File: src/rtl/accum_pkg.sv
// accum_pkg: opcodes, register map and field layout of the nibble datapath
// assumes: 10-bit instruction words, 4-bit data memory, AXI4-Lite 32-bit
package accum_pkg;

  // ----------------------------------------------------------------------
  // instruction encodings
  // ----------------------------------------------------------------------
  localparam logic [9:0] OPC_ADD_MEM   = 10'h00A; // add_memory
  localparam logic [9:0] OPC_ADD_MEMC  = 10'h00B; // add_memory_with_carry
  localparam logic [9:0] OPC_AND       = 10'h018; // and with memory
  localparam logic [9:0] OPC_OR        = 10'h019; // or with memory
  localparam logic [9:0] OPC_SET_CY    = 10'h007; // set_carry
  localparam logic [9:0] OPC_CLR_CY    = 10'h006; // clear_carry_op
  localparam logic [9:0] OPC_SKIP_NC   = 10'h02F; // skip_if_carry_clear
  localparam logic [9:0] OPC_CMA       = 10'h01C; // complement_accumulator
  localparam logic [5:0] OPC_LOAD_HI   = 6'h07;   // load_immediate, code[9:4]
  localparam logic [5:0] OPC_ADDI_HI   = 6'h06;   // add immediate, code[9:4]
  localparam logic [3:0] OPC_TABLE_HI  = 4'h2;    // table_lookup_call, [9:6]

  // ----------------------------------------------------------------------
  // register map (byte addresses) and fields
  // ----------------------------------------------------------------------
  localparam logic [3:0] ADDR_CTRL       = 4'h0; // bit0 table_upper_bits_flag
  localparam logic [3:0] ADDR_TABLE_HIGH = 4'h4; // bits 2:0 register d
  localparam logic [3:0] ADDR_STATE      = 4'h8; // read-only datapath state
  localparam int unsigned ST_ACC_LSB   = 0;
  localparam int unsigned ST_CARRY_BIT = 4;
  localparam int unsigned ST_B_LSB     = 8;
  localparam int unsigned ST_D_LSB     = 12;
  localparam int unsigned ST_SKIP_BIT  = 16;
  localparam int unsigned ST_BUSY_BIT  = 17;
  localparam logic [1:0] RESP_OKAY     = 2'h0;
  localparam logic [1:0] RESP_SLVERR   = 2'h2;

  // ----------------------------------------------------------------------
  // reset values
  // ----------------------------------------------------------------------
  localparam logic [3:0] ACC_RESET  = 4'h0;
  localparam logic [2:0] D_RESET    = 3'h0;
  localparam logic       TABLE_UPPER_BITS_FLAG_RESET = 1'b0;

  // decoded operations
  typedef enum logic [3:0] {
    OP_NONE, OP_LOAD_IMM, OP_TABLE, OP_ADD_MEM, OP_ADD_MEMC, OP_ADD_IMM,
    OP_AND, OP_OR, OP_SET_CY, OP_CLR_CY, OP_SKIP_NC, OP_CMA
  } op_t;

  // table lookup sequence, gray along idle -> fetch -> restore
  typedef enum logic [1:0] {
    ST_IDLE    = 2'b00,
    ST_FETCH   = 2'b01,
    ST_RESTORE = 2'b11
  } lookup_state_t;

  // instruction word to operation
  function automatic op_t decode_op(input logic [9:0] code);
    op_t op;
    op = OP_NONE;
    if (code[9:4] == OPC_LOAD_HI)       op = OP_LOAD_IMM;
    else if (code[9:4] == OPC_ADDI_HI)  op = OP_ADD_IMM;
    else if (code[9:6] == OPC_TABLE_HI) op = OP_TABLE;
    else begin
      case (code)
        OPC_ADD_MEM:  op = OP_ADD_MEM;
        OPC_ADD_MEMC: op = OP_ADD_MEMC;
        OPC_AND:      op = OP_AND;
        OPC_OR:       op = OP_OR;
        OPC_SET_CY:   op = OP_SET_CY;
        OPC_CLR_CY:   op = OP_CLR_CY;
        OPC_SKIP_NC:  op = OP_SKIP_NC;
        OPC_CMA:      op = OP_CMA;
        default:      op = OP_NONE;
      endcase
    end
    return op;
  endfunction : decode_op

endpackage : accum_pkg

File: src/rtl/accum_datapath.sv
// accum_datapath: 4-bit accumulator datapath with table lookup and skips
// assumes: sequencer hands one instruction per valid/ready handshake, owns
// the stack; rom answers a request with rom_valid; memory is same-clock
//
// Operation
// - load immediate writes operand into accumulator
// - back-to-back loads: only first one executes
// - lookup word bits 7:4 to b, 3:0 to acc
// - lookup address is d[2:0] above accumulator
// - upper flag set: rom 9:8 to d, d2 cleared
// - lookup pushes then restores one stack level
// - add memory into accumulator, carry kept
// - add with carry updates accumulator and carry
// - add immediate into accumulator, carry kept
// - add immediate skips next unless it overflowed
// - and memory nibble into accumulator
// - or memory nibble into accumulator
// - set carry forces carry to one
// - clear carry forces carry to zero
// - carry test skips next when carry zero
// - complement inverts the accumulator
// - lookup page is instruction bits 5:0, pages 0 to 63 for either rom variant
`timescale 1ns/1ps
`default_nettype none
module accum_datapath
  import accum_pkg::*;
#(
  parameter int unsigned PAGE_COUNT = 64 // 64 small rom, 96 large rom
)(
  input  wire logic        clk,
  input  wire logic        rst,
  // instruction stream from the sequencer
  input  wire logic        instr_valid,
  output logic             instr_ready,
  input  wire logic [9:0]  instr_code,
  output logic             skip_next,
  output logic             stack_push,
  output logic             stack_pop,
  // data memory at the data pointer
  input  wire logic [3:0]  pointed_memory_nibble,
  // program rom
  output logic             rom_req,
  output logic [6:0]       rom_page,
  output logic [6:0]       rom_addr,
  input  wire logic        rom_valid,
  input  wire logic [9:0]  rom_data,
  // axi4-lite slave
  input  wire logic [3:0]  s_axi_awaddr,
  input  wire logic        s_axi_awvalid,
  output logic             s_axi_awready,
  input  wire logic [31:0] s_axi_wdata,
  input  wire logic [3:0]  s_axi_wstrb,
  input  wire logic        s_axi_wvalid,
  output logic             s_axi_wready,
  output logic [1:0]       s_axi_bresp,
  output logic             s_axi_bvalid,
  input  wire logic        s_axi_bready,
  input  wire logic [3:0]  s_axi_araddr,
  input  wire logic        s_axi_arvalid,
  output logic             s_axi_arready,
  output logic [31:0]      s_axi_rdata,
  output logic [1:0]       s_axi_rresp,
  output logic             s_axi_rvalid,
  input  wire logic        s_axi_rready
);

  // ----------------------------------------------------------------------
  // state
  // ----------------------------------------------------------------------
  logic [3:0]    acc_reg;    // accumulator
  logic [3:0]    b_reg;      // register b
  logic [2:0]    d_reg;      // table_high_address_bits
  logic          carry_reg;  // carry_flag
  logic          table_upper_bits_flag_reg;   // table_upper_bits_flag
  logic          skip_reg;   // next instruction is to be skipped
  logic          la_prev_reg;// last accepted instruction was a load
  logic          push_reg;   // one-cycle stack push
  lookup_state_t state_reg;  // lookup sequence
  op_t           op;         // decoded current instruction
  logic          accept;     // instruction handshake
  logic          suppress;   // fetched but without effect
  logic          exec;       // instruction takes effect
  logic [3:0]    alu_result; // alu output
  logic          alu_carry;  // carry out of bit 3
  logic [3:0]    alu_operand;// immediate or memory nibble
  logic          wr_go;      // register write taken
  logic          rd_go;      // register read taken

  assign op          = decode_op(instr_code);
  assign instr_ready = (state_reg == ST_IDLE);
  assign accept      = instr_valid && instr_ready;
  assign suppress    = skip_reg || (op == OP_LOAD_IMM && la_prev_reg);
  assign exec        = accept && !suppress;
  assign skip_next   = skip_reg;
  assign stack_push  = push_reg;
  assign stack_pop   = (state_reg == ST_RESTORE);
  assign rom_req     = (state_reg == ST_FETCH);
  assign alu_operand = (op == OP_ADD_IMM) ? instr_code[3:0]
                                          : pointed_memory_nibble;

  // shared arithmetic and logic unit
  nibble_alu u_alu (
    .a         (acc_reg),
    .operand   (alu_operand),
    .carry_in  (carry_reg && op == OP_ADD_MEMC),
    .op        (op),
    .result    (alu_result),
    .carry_out (alu_carry)
  );

  // ----------------------------------------------------------------------
  // accumulator and register b
  // ----------------------------------------------------------------------
  always_ff @(posedge clk) begin
    if (rst) begin
      acc_reg <= ACC_RESET;
      b_reg   <= ACC_RESET;
    end else if (exec) begin
      case (op)
        OP_LOAD_IMM: acc_reg <= instr_code[3:0];
        OP_ADD_MEM:  acc_reg <= alu_result;
        OP_ADD_MEMC: acc_reg <= alu_result;
        OP_ADD_IMM:  acc_reg <= alu_result;
        OP_AND:      acc_reg <= alu_result;
        OP_OR:       acc_reg <= alu_result;
        OP_CMA:      acc_reg <= alu_result;
        default:     acc_reg <= acc_reg;         // others leave it
      endcase
    end else if (state_reg == ST_FETCH && rom_valid) begin
      b_reg   <= rom_data[7:4];
      acc_reg <= rom_data[3:0];
    end
  end

  // ----------------------------------------------------------------------
  // carry flag
  // ----------------------------------------------------------------------
  always_ff @(posedge clk) begin
    if (rst) begin
      carry_reg <= 1'b0;
    end else if (exec) begin
      case (op)
        OP_ADD_MEMC: carry_reg <= alu_carry;
        OP_SET_CY:   carry_reg <= 1'b1;
        OP_CLR_CY:   carry_reg <= 1'b0;
        default:     carry_reg <= carry_reg; // add memory, add immediate and test keep it
      endcase
    end
  end

  // ----------------------------------------------------------------------
  // skip control
  // ----------------------------------------------------------------------
  always_ff @(posedge clk) begin
    if (rst) begin
      skip_reg    <= 1'b0;
      la_prev_reg <= 1'b0;
    end else if (accept) begin
      // a run of loads counts skipped ones too
      la_prev_reg <= (op == OP_LOAD_IMM);
      skip_reg    <= exec &&
                     ((op == OP_ADD_IMM && !alu_carry) ||
                      (op == OP_SKIP_NC && !carry_reg));
    end
  end

  // ----------------------------------------------------------------------
  // table lookup sequence
  // ----------------------------------------------------------------------
  always_ff @(posedge clk) begin
    if (rst) begin
      state_reg <= ST_IDLE;
      push_reg  <= 1'b0;
      rom_page  <= 7'h00;
      rom_addr  <= 7'h00;
    end else begin
      push_reg <= 1'b0;
      case (state_reg)
        ST_IDLE: begin
          if (exec && op == OP_TABLE) begin
            push_reg  <= 1'b1;
            rom_page  <= {1'b0, instr_code[5:0]};
            rom_addr  <= {d_reg, acc_reg};
            state_reg <= ST_FETCH;
          end
        end
        ST_FETCH: begin
          if (rom_valid) state_reg <= ST_RESTORE;
        end
        ST_RESTORE: state_reg <= ST_IDLE;         // pop then resume
        default:    state_reg <= ST_IDLE;
      endcase
    end
  end

  // ----------------------------------------------------------------------
  // register d and upper flag
  // ----------------------------------------------------------------------
  // register d: a lookup's rom bits win over a bus write in the same cycle
  always_ff @(posedge clk) begin
    if (rst) begin
      d_reg <= D_RESET;
    end else if (state_reg == ST_FETCH && rom_valid && table_upper_bits_flag_reg) begin
      d_reg <= {1'b0, rom_data[9:8]};
    end else if (wr_go && s_axi_wstrb[0] &&
                 s_axi_awaddr == ADDR_TABLE_HIGH) begin
      d_reg <= s_axi_wdata[2:0];
    end
  end

  // upper flag: software only, so a finishing lookup never drops a write
  always_ff @(posedge clk) begin
    if (rst) begin
      table_upper_bits_flag_reg <= TABLE_UPPER_BITS_FLAG_RESET;
    end else if (wr_go && s_axi_wstrb[0] && s_axi_awaddr == ADDR_CTRL) begin
      table_upper_bits_flag_reg <= s_axi_wdata[0];
    end
  end

  // ----------------------------------------------------------------------
  // axi4-lite write channel: address and data taken together
  // ----------------------------------------------------------------------
  assign wr_go         = s_axi_awvalid && s_axi_wvalid && !s_axi_bvalid;
  assign s_axi_awready = wr_go;
  assign s_axi_wready  = wr_go;

  always_ff @(posedge clk) begin
    if (rst) begin
      s_axi_bvalid <= 1'b0;
      s_axi_bresp  <= RESP_OKAY;
    end else if (wr_go) begin
      s_axi_bvalid <= 1'b1;
      s_axi_bresp  <= (s_axi_awaddr == ADDR_CTRL ||
                       s_axi_awaddr == ADDR_TABLE_HIGH) ? RESP_OKAY
                                                        : RESP_SLVERR;
    end else if (s_axi_bready) begin
      s_axi_bvalid <= 1'b0;
    end
  end

  // ----------------------------------------------------------------------
  // axi4-lite read channel
  // ----------------------------------------------------------------------
  assign rd_go         = s_axi_arvalid && !s_axi_rvalid;
  assign s_axi_arready = !s_axi_rvalid;

  always_ff @(posedge clk) begin
    if (rst) begin
      s_axi_rvalid <= 1'b0;
      s_axi_rdata  <= 32'h0000_0000;
      s_axi_rresp  <= RESP_OKAY;
    end else if (rd_go) begin
      s_axi_rvalid <= 1'b1;
      s_axi_rresp  <= RESP_OKAY;
      s_axi_rdata  <= 32'h0000_0000;
      case (s_axi_araddr)
        ADDR_CTRL:       s_axi_rdata[0] <= table_upper_bits_flag_reg;
        ADDR_TABLE_HIGH: s_axi_rdata[2:0] <= d_reg;
        ADDR_STATE: begin
          s_axi_rdata[ST_ACC_LSB +: 4] <= acc_reg;
          s_axi_rdata[ST_CARRY_BIT]    <= carry_reg;
          s_axi_rdata[ST_B_LSB +: 4]   <= b_reg;
          s_axi_rdata[ST_D_LSB +: 3]   <= d_reg;
          s_axi_rdata[ST_SKIP_BIT]     <= skip_reg;
          s_axi_rdata[ST_BUSY_BIT]     <= (state_reg != ST_IDLE);
        end
        default: s_axi_rresp <= RESP_SLVERR; // unmapped
      endcase
    end else if (s_axi_rready) begin
      s_axi_rvalid <= 1'b0;
    end
  end

  // ----------------------------------------------------------------------
  // checks
  // ----------------------------------------------------------------------
  logic [4:0] chk_sum; // independent five-bit reference sum
  assign chk_sum = {1'b0, acc_reg} + {1'b0, pointed_memory_nibble}
                 + {4'h0, carry_reg};
endmodule : accum_datapath
`default_nettype wire

File: src/rtl/nibble_alu.sv
// nibble_alu: combinational 4-bit add / and / or / complement unit
// assumes: operands stable within the cycle, op from accum_pkg::op_t
`timescale 1ns/1ps
`default_nettype none
module nibble_alu
  import accum_pkg::*;
(
  input  wire logic [3:0] a,        // accumulator
  input  wire logic [3:0] operand,  // memory nibble or immediate
  input  wire logic       carry_in, // carry flag for add with carry
  input  wire op_t        op,       // decoded operation
  output logic      [3:0] result,   // 4-bit result
  output logic            carry_out // carry out of bit 3
);

  logic [4:0] sum; // five-bit sum keeps the carry

  // ----------------------------------------------------------------------
  // operation select
  // ----------------------------------------------------------------------
  always_comb begin
    sum = {1'b0, a} + {1'b0, operand} + {4'h0, carry_in};
    carry_out = sum[4];
    case (op)
      OP_AND:  result = a & operand;
      OP_OR:   result = a | operand;
      OP_CMA:  result = ~a;
      default: result = sum[3:0]; // all add forms
    endcase
  end

endmodule : nibble_alu
`default_nettype wire

File: config.mk
export PLATFORM = sky130hd
export DESIGN_NAME = accum_datapath
export DESIGN_NICKNAME = d
export VERILOG_FILES = /design/src/rtl/accum_pkg.sv /design/src/rtl/accum_datapath.sv /design/src/rtl/nibble_alu.sv
export SDC_FILE = /design/constraint.sdc
export NUM_CORES = 1
export LEC_CHECK = 0
export ABC_AREA = 1
export BUFFER_PORTS_ARGS = -buffer_cell sky130_fd_sc_hd__buf_2
export CAP_MARGIN = 0
export CORE_MARGIN = 1.5
export CORE_UTILIZATION = 47
export CTS_CLUSTER_DIAMETER = 60
export CTS_CLUSTER_SIZE = 20
export DETAILED_ROUTE_END_ITERATION = 8
export GPL_ROUTABILITY_DRIVEN = 1
export PLACE_DENSITY = 0.92
export REMOVE_ABC_BUFFERS = 1
export SLEW_MARGIN = 20
export SYNTH_ARGS = -nofsm -noshare
export SYNTH_HDL_FRONTEND = slang
export SYNTH_SLANG_ARGS = --single-unit
File: constraint.sdc
create_clock -name clk -period 3 [get_ports clk]
set_input_delay 0.3 -clock clk [delete_from_list [all_inputs] [get_ports clk]]
set_output_delay 0.3 -clock clk [all_outputs]
set_load 0.05 [all_outputs]
==> Word level (Yosys, flattened, before mapping) <==
Cells that the tools add are included.
{ "word_totals": {"ff_bits": 51, "wordCells": 123, "out_inout_bits": 60, "inputBits": 77} }
{ "classes": {"n_mux": 27, "eq_ne": 30, "n_addsub": 2, "bitwise_logic": 5, "n_reduce_logical": 42} }
{ "ops": {"columns": ["op", "n"], "rows": [
  ["$pmux W4 S8", 1],
  ["$eq A10 B5 Y1 const B", 3],
  ["$eq A4 B3 Y1 const B", 6],
  ["$mux W4", 6],
  ["$eq A10 B3 Y1 const B", 2],
  ["$eq A10 B4 Y1 const B", 2],
  ["$eq A4 B4 Y1 const B", 5],
  ["$logic_and A1 B1 Y1", 16],
  ["$mux W2", 8],
  ["$eq A4 B2 Y1 const B", 3],
  ["$eq A6 B3 Y1 const B", 2],
  ["$pmux W4 S3", 1],
  ["$eq A10 B6 Y1 const B", 1],
  ["$reduce_and A2 Y1", 5],
  ["$reduce_bool A2 Y1", 5],
  ["$logic_not A4 Y1", 2],
  ["$pmux W2 S2", 2],
  ["$pmux W4 S2", 1],
  ["$mux W7", 1],
  ["$pmux W1 S3", 2],
  ["$reduce_or A6 Y1", 1],
  ["$add A4 B4 Y5", 1],
  ["$add A5 B1 Y5", 1],
  ["$logic_not A1 Y1", 5],
  ["15 further kinds", 24]
]} }

==> Logic depth before layout (Yosys ltp) <==
{ "depth": {"word_depth": 13, "depth_mapped": 18, "depth_no_buf": 18} }

==> By module <==
A second synthesis with hierarchy kept.
{ "unflattened": {"cells_unflattened": 443, "hier_area_um2": 3050.4} }
{ "modules_own_cells": {"columns": ["module", "cells_per_inst", "area_per_inst_um2", "n_inst", "seq_area_each_um2"], "rows": [
  ["accum_datapath", 370, 2615.0, 1, 980.9],
  ["nibble_alu", 73, 435.4, 1, 0.0]
]} }

==> Worst setup path before layout <==
OpenSTA, ideal clock, no wires.
{ "synth_timing": {"path_type": "input port to flip-flop", "startpoint": "input instr_code[9]", "endpoint": "register acc_reg[1]", "arrival_ns": 2.296, "cell_stages": 15, "setup_ns": 0.113, "setup_slack_ns": 0.590, "path_cell_list": "nor2_1 nand4_2 o21ai_0 inv_1 fa_1 inv_1 fa_1 inv_1 nor2_1 nor2_1 nand2_1 nand2_1 nand2_1 inv_1 nor2_1"} }
{ "synth_between": {"elab_chain_len": 12, "word_cells_on_any_way": 39, "cone_classes": "add/sub (2); eq/ne (19); mux (8); bitwise (2); reduce/logical (8)"} }
{ "synth_lines": {"columns": ["item", "line", "rtl"], "rows": [
  ["start, declared", "accum_datapath.sv:35", "input wire logic [9:0] instr_code,"],
  ["$eq A10 B5 Y1 (tied with other cells)", "accum_pkg.sv:63", "case (code)"],
  ["$pmux W4 S8", "accum_pkg.sv:63", null],
  ["$mux W4", "accum_pkg.sv:61", "else if (code[9:6] == OPC_TABLE_HI) op = OP_TABLE;"],
  ["$mux W4", "accum_pkg.sv:60", "else if (code[9:4] == OPC_ADDI_HI) op = OP_ADD_IMM;"],
  ["$mux W4 *", "accum_pkg.sv:59", "if (code[9:4] == OPC_LOAD_HI) op = OP_LOAD_IMM;"],
  ["$eq A4 B3 Y1 / $eq A4 B1 Y1 (equally long branches)", "accum_datapath.sv:98, accum_datapath.sv:119, accum_datapath.sv:92", null],
  ["$mux W4 / $logic_and A1 B1 Y1 (equally long branches)", "accum_datapath.sv:98, accum_datapath.sv:92", null],
  ["$add A4 B4 Y5 / $logic_or A1 B1 Y1 (equally long branches)", "nibble_alu.sv:22, accum_datapath.sv:92", null],
  ["$add A5 B1 Y5 / $logic_not A1 Y1 (equally long branches)", "nibble_alu.sv:22, accum_datapath.sv:93", null],
  ["$pmux W4 S3 / $logic_and A1 B1 Y1 (equally long branches)", "nibble_alu.sv:24, accum_datapath.sv:93", null],
  ["$pmux W4 S2 (tied with other cells)", "accum_datapath.sv:119", "case (op)"],
  ["$mux W4 / $reduce_and A2 Y1 (equally long branches)", null, null],
  ["end signal, assigned", "accum_datapath.sv:120", "OP_LOAD_IMM: acc_reg <= instr_code[3:0];"],
  ["end signal, assigned", "accum_datapath.sv:121", "OP_ADD_MEM: acc_reg <= alu_result;"],
  ["end signal, assigned", "accum_datapath.sv:122", "OP_ADD_MEMC: acc_reg <= alu_result;"],
  ["end, declared", "accum_datapath.sv:70", "logic [3:0] acc_reg;"]
]} }
Every way passes the cells marked *; elsewhere a longest branch is shown, timed or not.
A chain may end at the register's enable or synchronous reset.

==> Worst setup path in the final report <==
{ "layout_timing": {"startpoint": "input instr_code[4]", "endpoint": "register acc_reg[1]"} }
The elaborated chain is that of the path after synthesis.

==> reports/metrics.yaml <==
routing:
  wire_per_inst_um: 12.7
  drtIter0Drc: 221
  drt.antenna.violating_nets: 0
  first_pass_iters: 5
  vias: 2972
  finalWirelength_um: 7280
  drc_errors: 0
  via_per_inst: 5.17
cts:
  path_clk_slew_ns: 0.09
  postCtsSetupRepairBufs: 0
  cts_tree: "yes"
  clk_latency_ns: 0.30
  cts_inserted_buffers: 5
  post_cts_resized: 0
  ctsLongestPathBuffers: 2
  postCtsHoldBufs: 0
  htreeDepth: 2
  cts_sinks: 49
  clock-root-buffer: "clkbuf_8"
layout:
  nFillCells: 587
  antenna_cells: 0
  regArea_um2: 981
  largest_register_ffs: 14
  top_register: "s_axi_rdata"
  multiInputGateArea_mm2: 0.00152
  reg.largest.list: "s_axi_rdata x14, rom_addr x7, rom_page x6"
  final_cell_mix: "83 x buf_2, 76 x nand2_1, 60 x inv_1, 49 x dfxtp_1, 39 x a21oi_1"
  nets: 586
  syn2layout_area_growth_pct: 15.5
  stdcell_area_mm2: 0.00336
  drive_gt1_share_pct: 23.8
  layout_commonest_cell: "buf_2"
critical_path:
  critPathCapture: "acc_reg[1]"
  path_cells: "buf_2, inv_1, nand2_1, inv_1, nand4_2, buf_4, nand2_1, o21ai_0, inv_1, fa_1, inv_1, fa_1, inv_1, nor2_1, nor2_1, nand2_1, nand2_1, nand2_1, inv_1, nor2_1"
  r2r_end: "acc_reg[1]"
  startpoint: "instr_code[4]"
  critical_path.max_fanout: 9
  arrival_ns: 2.57
  r2r_slack_ns: 0.95
  crit_top_cell: "inv_1"
  crit_type: "in -> reg"
  endpoint_kind: "flip-flop"
  max_stage_delay_ns: 0.41
  crit_slowest_cell: "fa_1"
  cp-start-kind: "primary input"
  required_ns: 3.20
  reg2regPathDepth: 12
  regToRegStartpoint: "acc_reg[0]"
die:
  core_area_mm2: 0.00596
  start_util_pct: 48.9
  pin_count: 137
  rows: 28
  die-area_mm2: 0.00668
  die_w_um: 81.7
  die_y_um: 81.7
yosys:
  yosys_warnings: 0
  syn_inst: 422
  netlist_area_mm2: 0.00291
  ys_seq_area_share_pct: 33.7
  synthTopCellsByArea: "dfxtp_1 34%, nand2_1 9.8%, inv_1 7.7%"
  syn_avg_cell_area_um2: 6.90
  ys_seq_elements: 49
  ys_types: 38
  synth_top_area_cell: "dfxtp_1"
  synth_top_cell_area_share_pct: 33.7
place:
  placed_area_mm2: 0.00328
  gp_congestion: 0.929
  io_buffers: 83
  dp_hpwl_um: 5510
flow_run:
  drv_cap: 0
timing:
  relSlewSlack_pct: 41.3
  min_period_ns: 2.37
  setup_viol: 0
  whs_ns: 0.240
  finalHoldViolations: 0
  worst_slew_pin_slew_ns: 0.876
  timing.fmax_mhz: 422
  report.final.slew_viol_count: 0
  min_period_over_period_pct: 78.9
  finClkSkew_ns: 0.00550
  rsz0062_at_grt: "false"
  tns_ns: 0
power_and_ir_drop:
  powerDensity_mw_per_mm2: 412
  ir_drop_mv: 0.354
  p_leak_nw: 1.68
  total_power_w: 0.00138
global_routing:
  grt_max_degree: 32
  grt_pass1_vias: 2647
  grt_use_total_pct: 22.1
  grt_pass1_wl_um: 11500
  antenna_found_initial: 0
  grt-ovfl-total: 0
run_status:
  status: "finished, final reports clean"
worst_hold_path:
  hp-class: "in -> reg"
-- cell families after synthesis --
logic type | count (synthesis) | share of synthesized area, %
flip-flops | 49 | 33.7
buffers and inverters | 101 | 16.8
other | 1 | 0.129
adder cells (fa/ha/maj) | 10 | 4.81
AND/OR/NAND/NOR | 169 | 27.1
XOR/XNOR | 1 | 0.301
AO/OA/AOI/OAI | 91 | 17.2
-- layout make-up --
type | instances | share of cell area (%)
multi-input combinational | 292 | 45.2
clock inverter | 2 | 0.409
sequential | 49 | 29.2
timing repair buffer | 85 | 12.8
clock buffer | 6 | 2.16
inverter | 66 | 7.44
tap | 75 | 2.79
-- Yosys cell counts --
library cell and number:
nand2_1 76, inv_1 60, dfxtp_1 49, a21oi_1 39, nor2_1 31, o21ai_0 29
nand3_1 28, buf_4 24, nor3_1 9, a31oi_1 8, ha_1 8, nand4_1 7
o21ai_1 6, nor2_2 5, clkbuf_1 4, inv_2 4, o21ai_2 4, buf_2 3
nand2_2 3, buf_1 2, buf_6 2, fa_1 2, nand2_4 2, nand3_2 2
nor4_1 2, a211oi_2 1, clkinv_1 1, conb_1 1, inv_4 1, nand3b_1 1
nand4_2 1, nand4_4 1, nor2_4 1, o21a_1 1, o21bai_1 1, o21bai_2 1
o22ai_1 1, xnor2_1 1
-- how the worst min path moves through the flow --
stage / from / end / slack, ns / cells after the start
after floorplan: rst / state_reg[0] / 0.36 / 1
after global placement: rom_page[1] / rom_page[1] / 0.43 / 2
after detailed placement: rom_addr[5] / rom_addr[5] / 0.44 / 2
after CTS: rom_data[4] / b_reg[0] / 0.24 / 3
after global routing: rom_data[4] / b_reg[0] / 0.23 / 3
final: rom_data[7] / b_reg[3] / 0.24 / 3
-- metal layers --
metal	GRT usage, %	up-vias	share of wire, %
li1	-	1474	-
met1	27.6	1369	45
met2	37.1	107	47
met3	4.00	22	6.0
met4	9.15	0	2.8
met5	0	-	0
-- report_power, final --
group	total [W]	switching (W)	leakage, nW	internal (W)
registers	0.000681	0.0000118	0.398	0.000669
logic	0.000312	0.000240	1.23	0.0000717
clock network	0.000391	0.000225	0.0456	0.000167
total	0.00138	0.000477	1.68	0.000907
-- worst max-delay path, delay by kind of cell --
family	cells	cell delay, ns
adder cells (fa/ha/maj)	2	0.81
buffers and inverters	8	0.75
AND/OR/NAND/NOR	9	0.58
AO/OA/AOI/OAI	1	0.13
-- per-stage QoR --
stage | instances | util [%] | setup slack, ns
floorplan | 407 | - | 0.142
global placement | 567 | 55.0 | 0.349
detailed placement | 567 | 55.0 | 0.318
CTS | 575 | 56.5 | 0.634
global route | 575 | 56.5 | 0.400
finish | 575 | 56.5 | 0.632
Note: power is estimated with default switching activity, not from simulation.
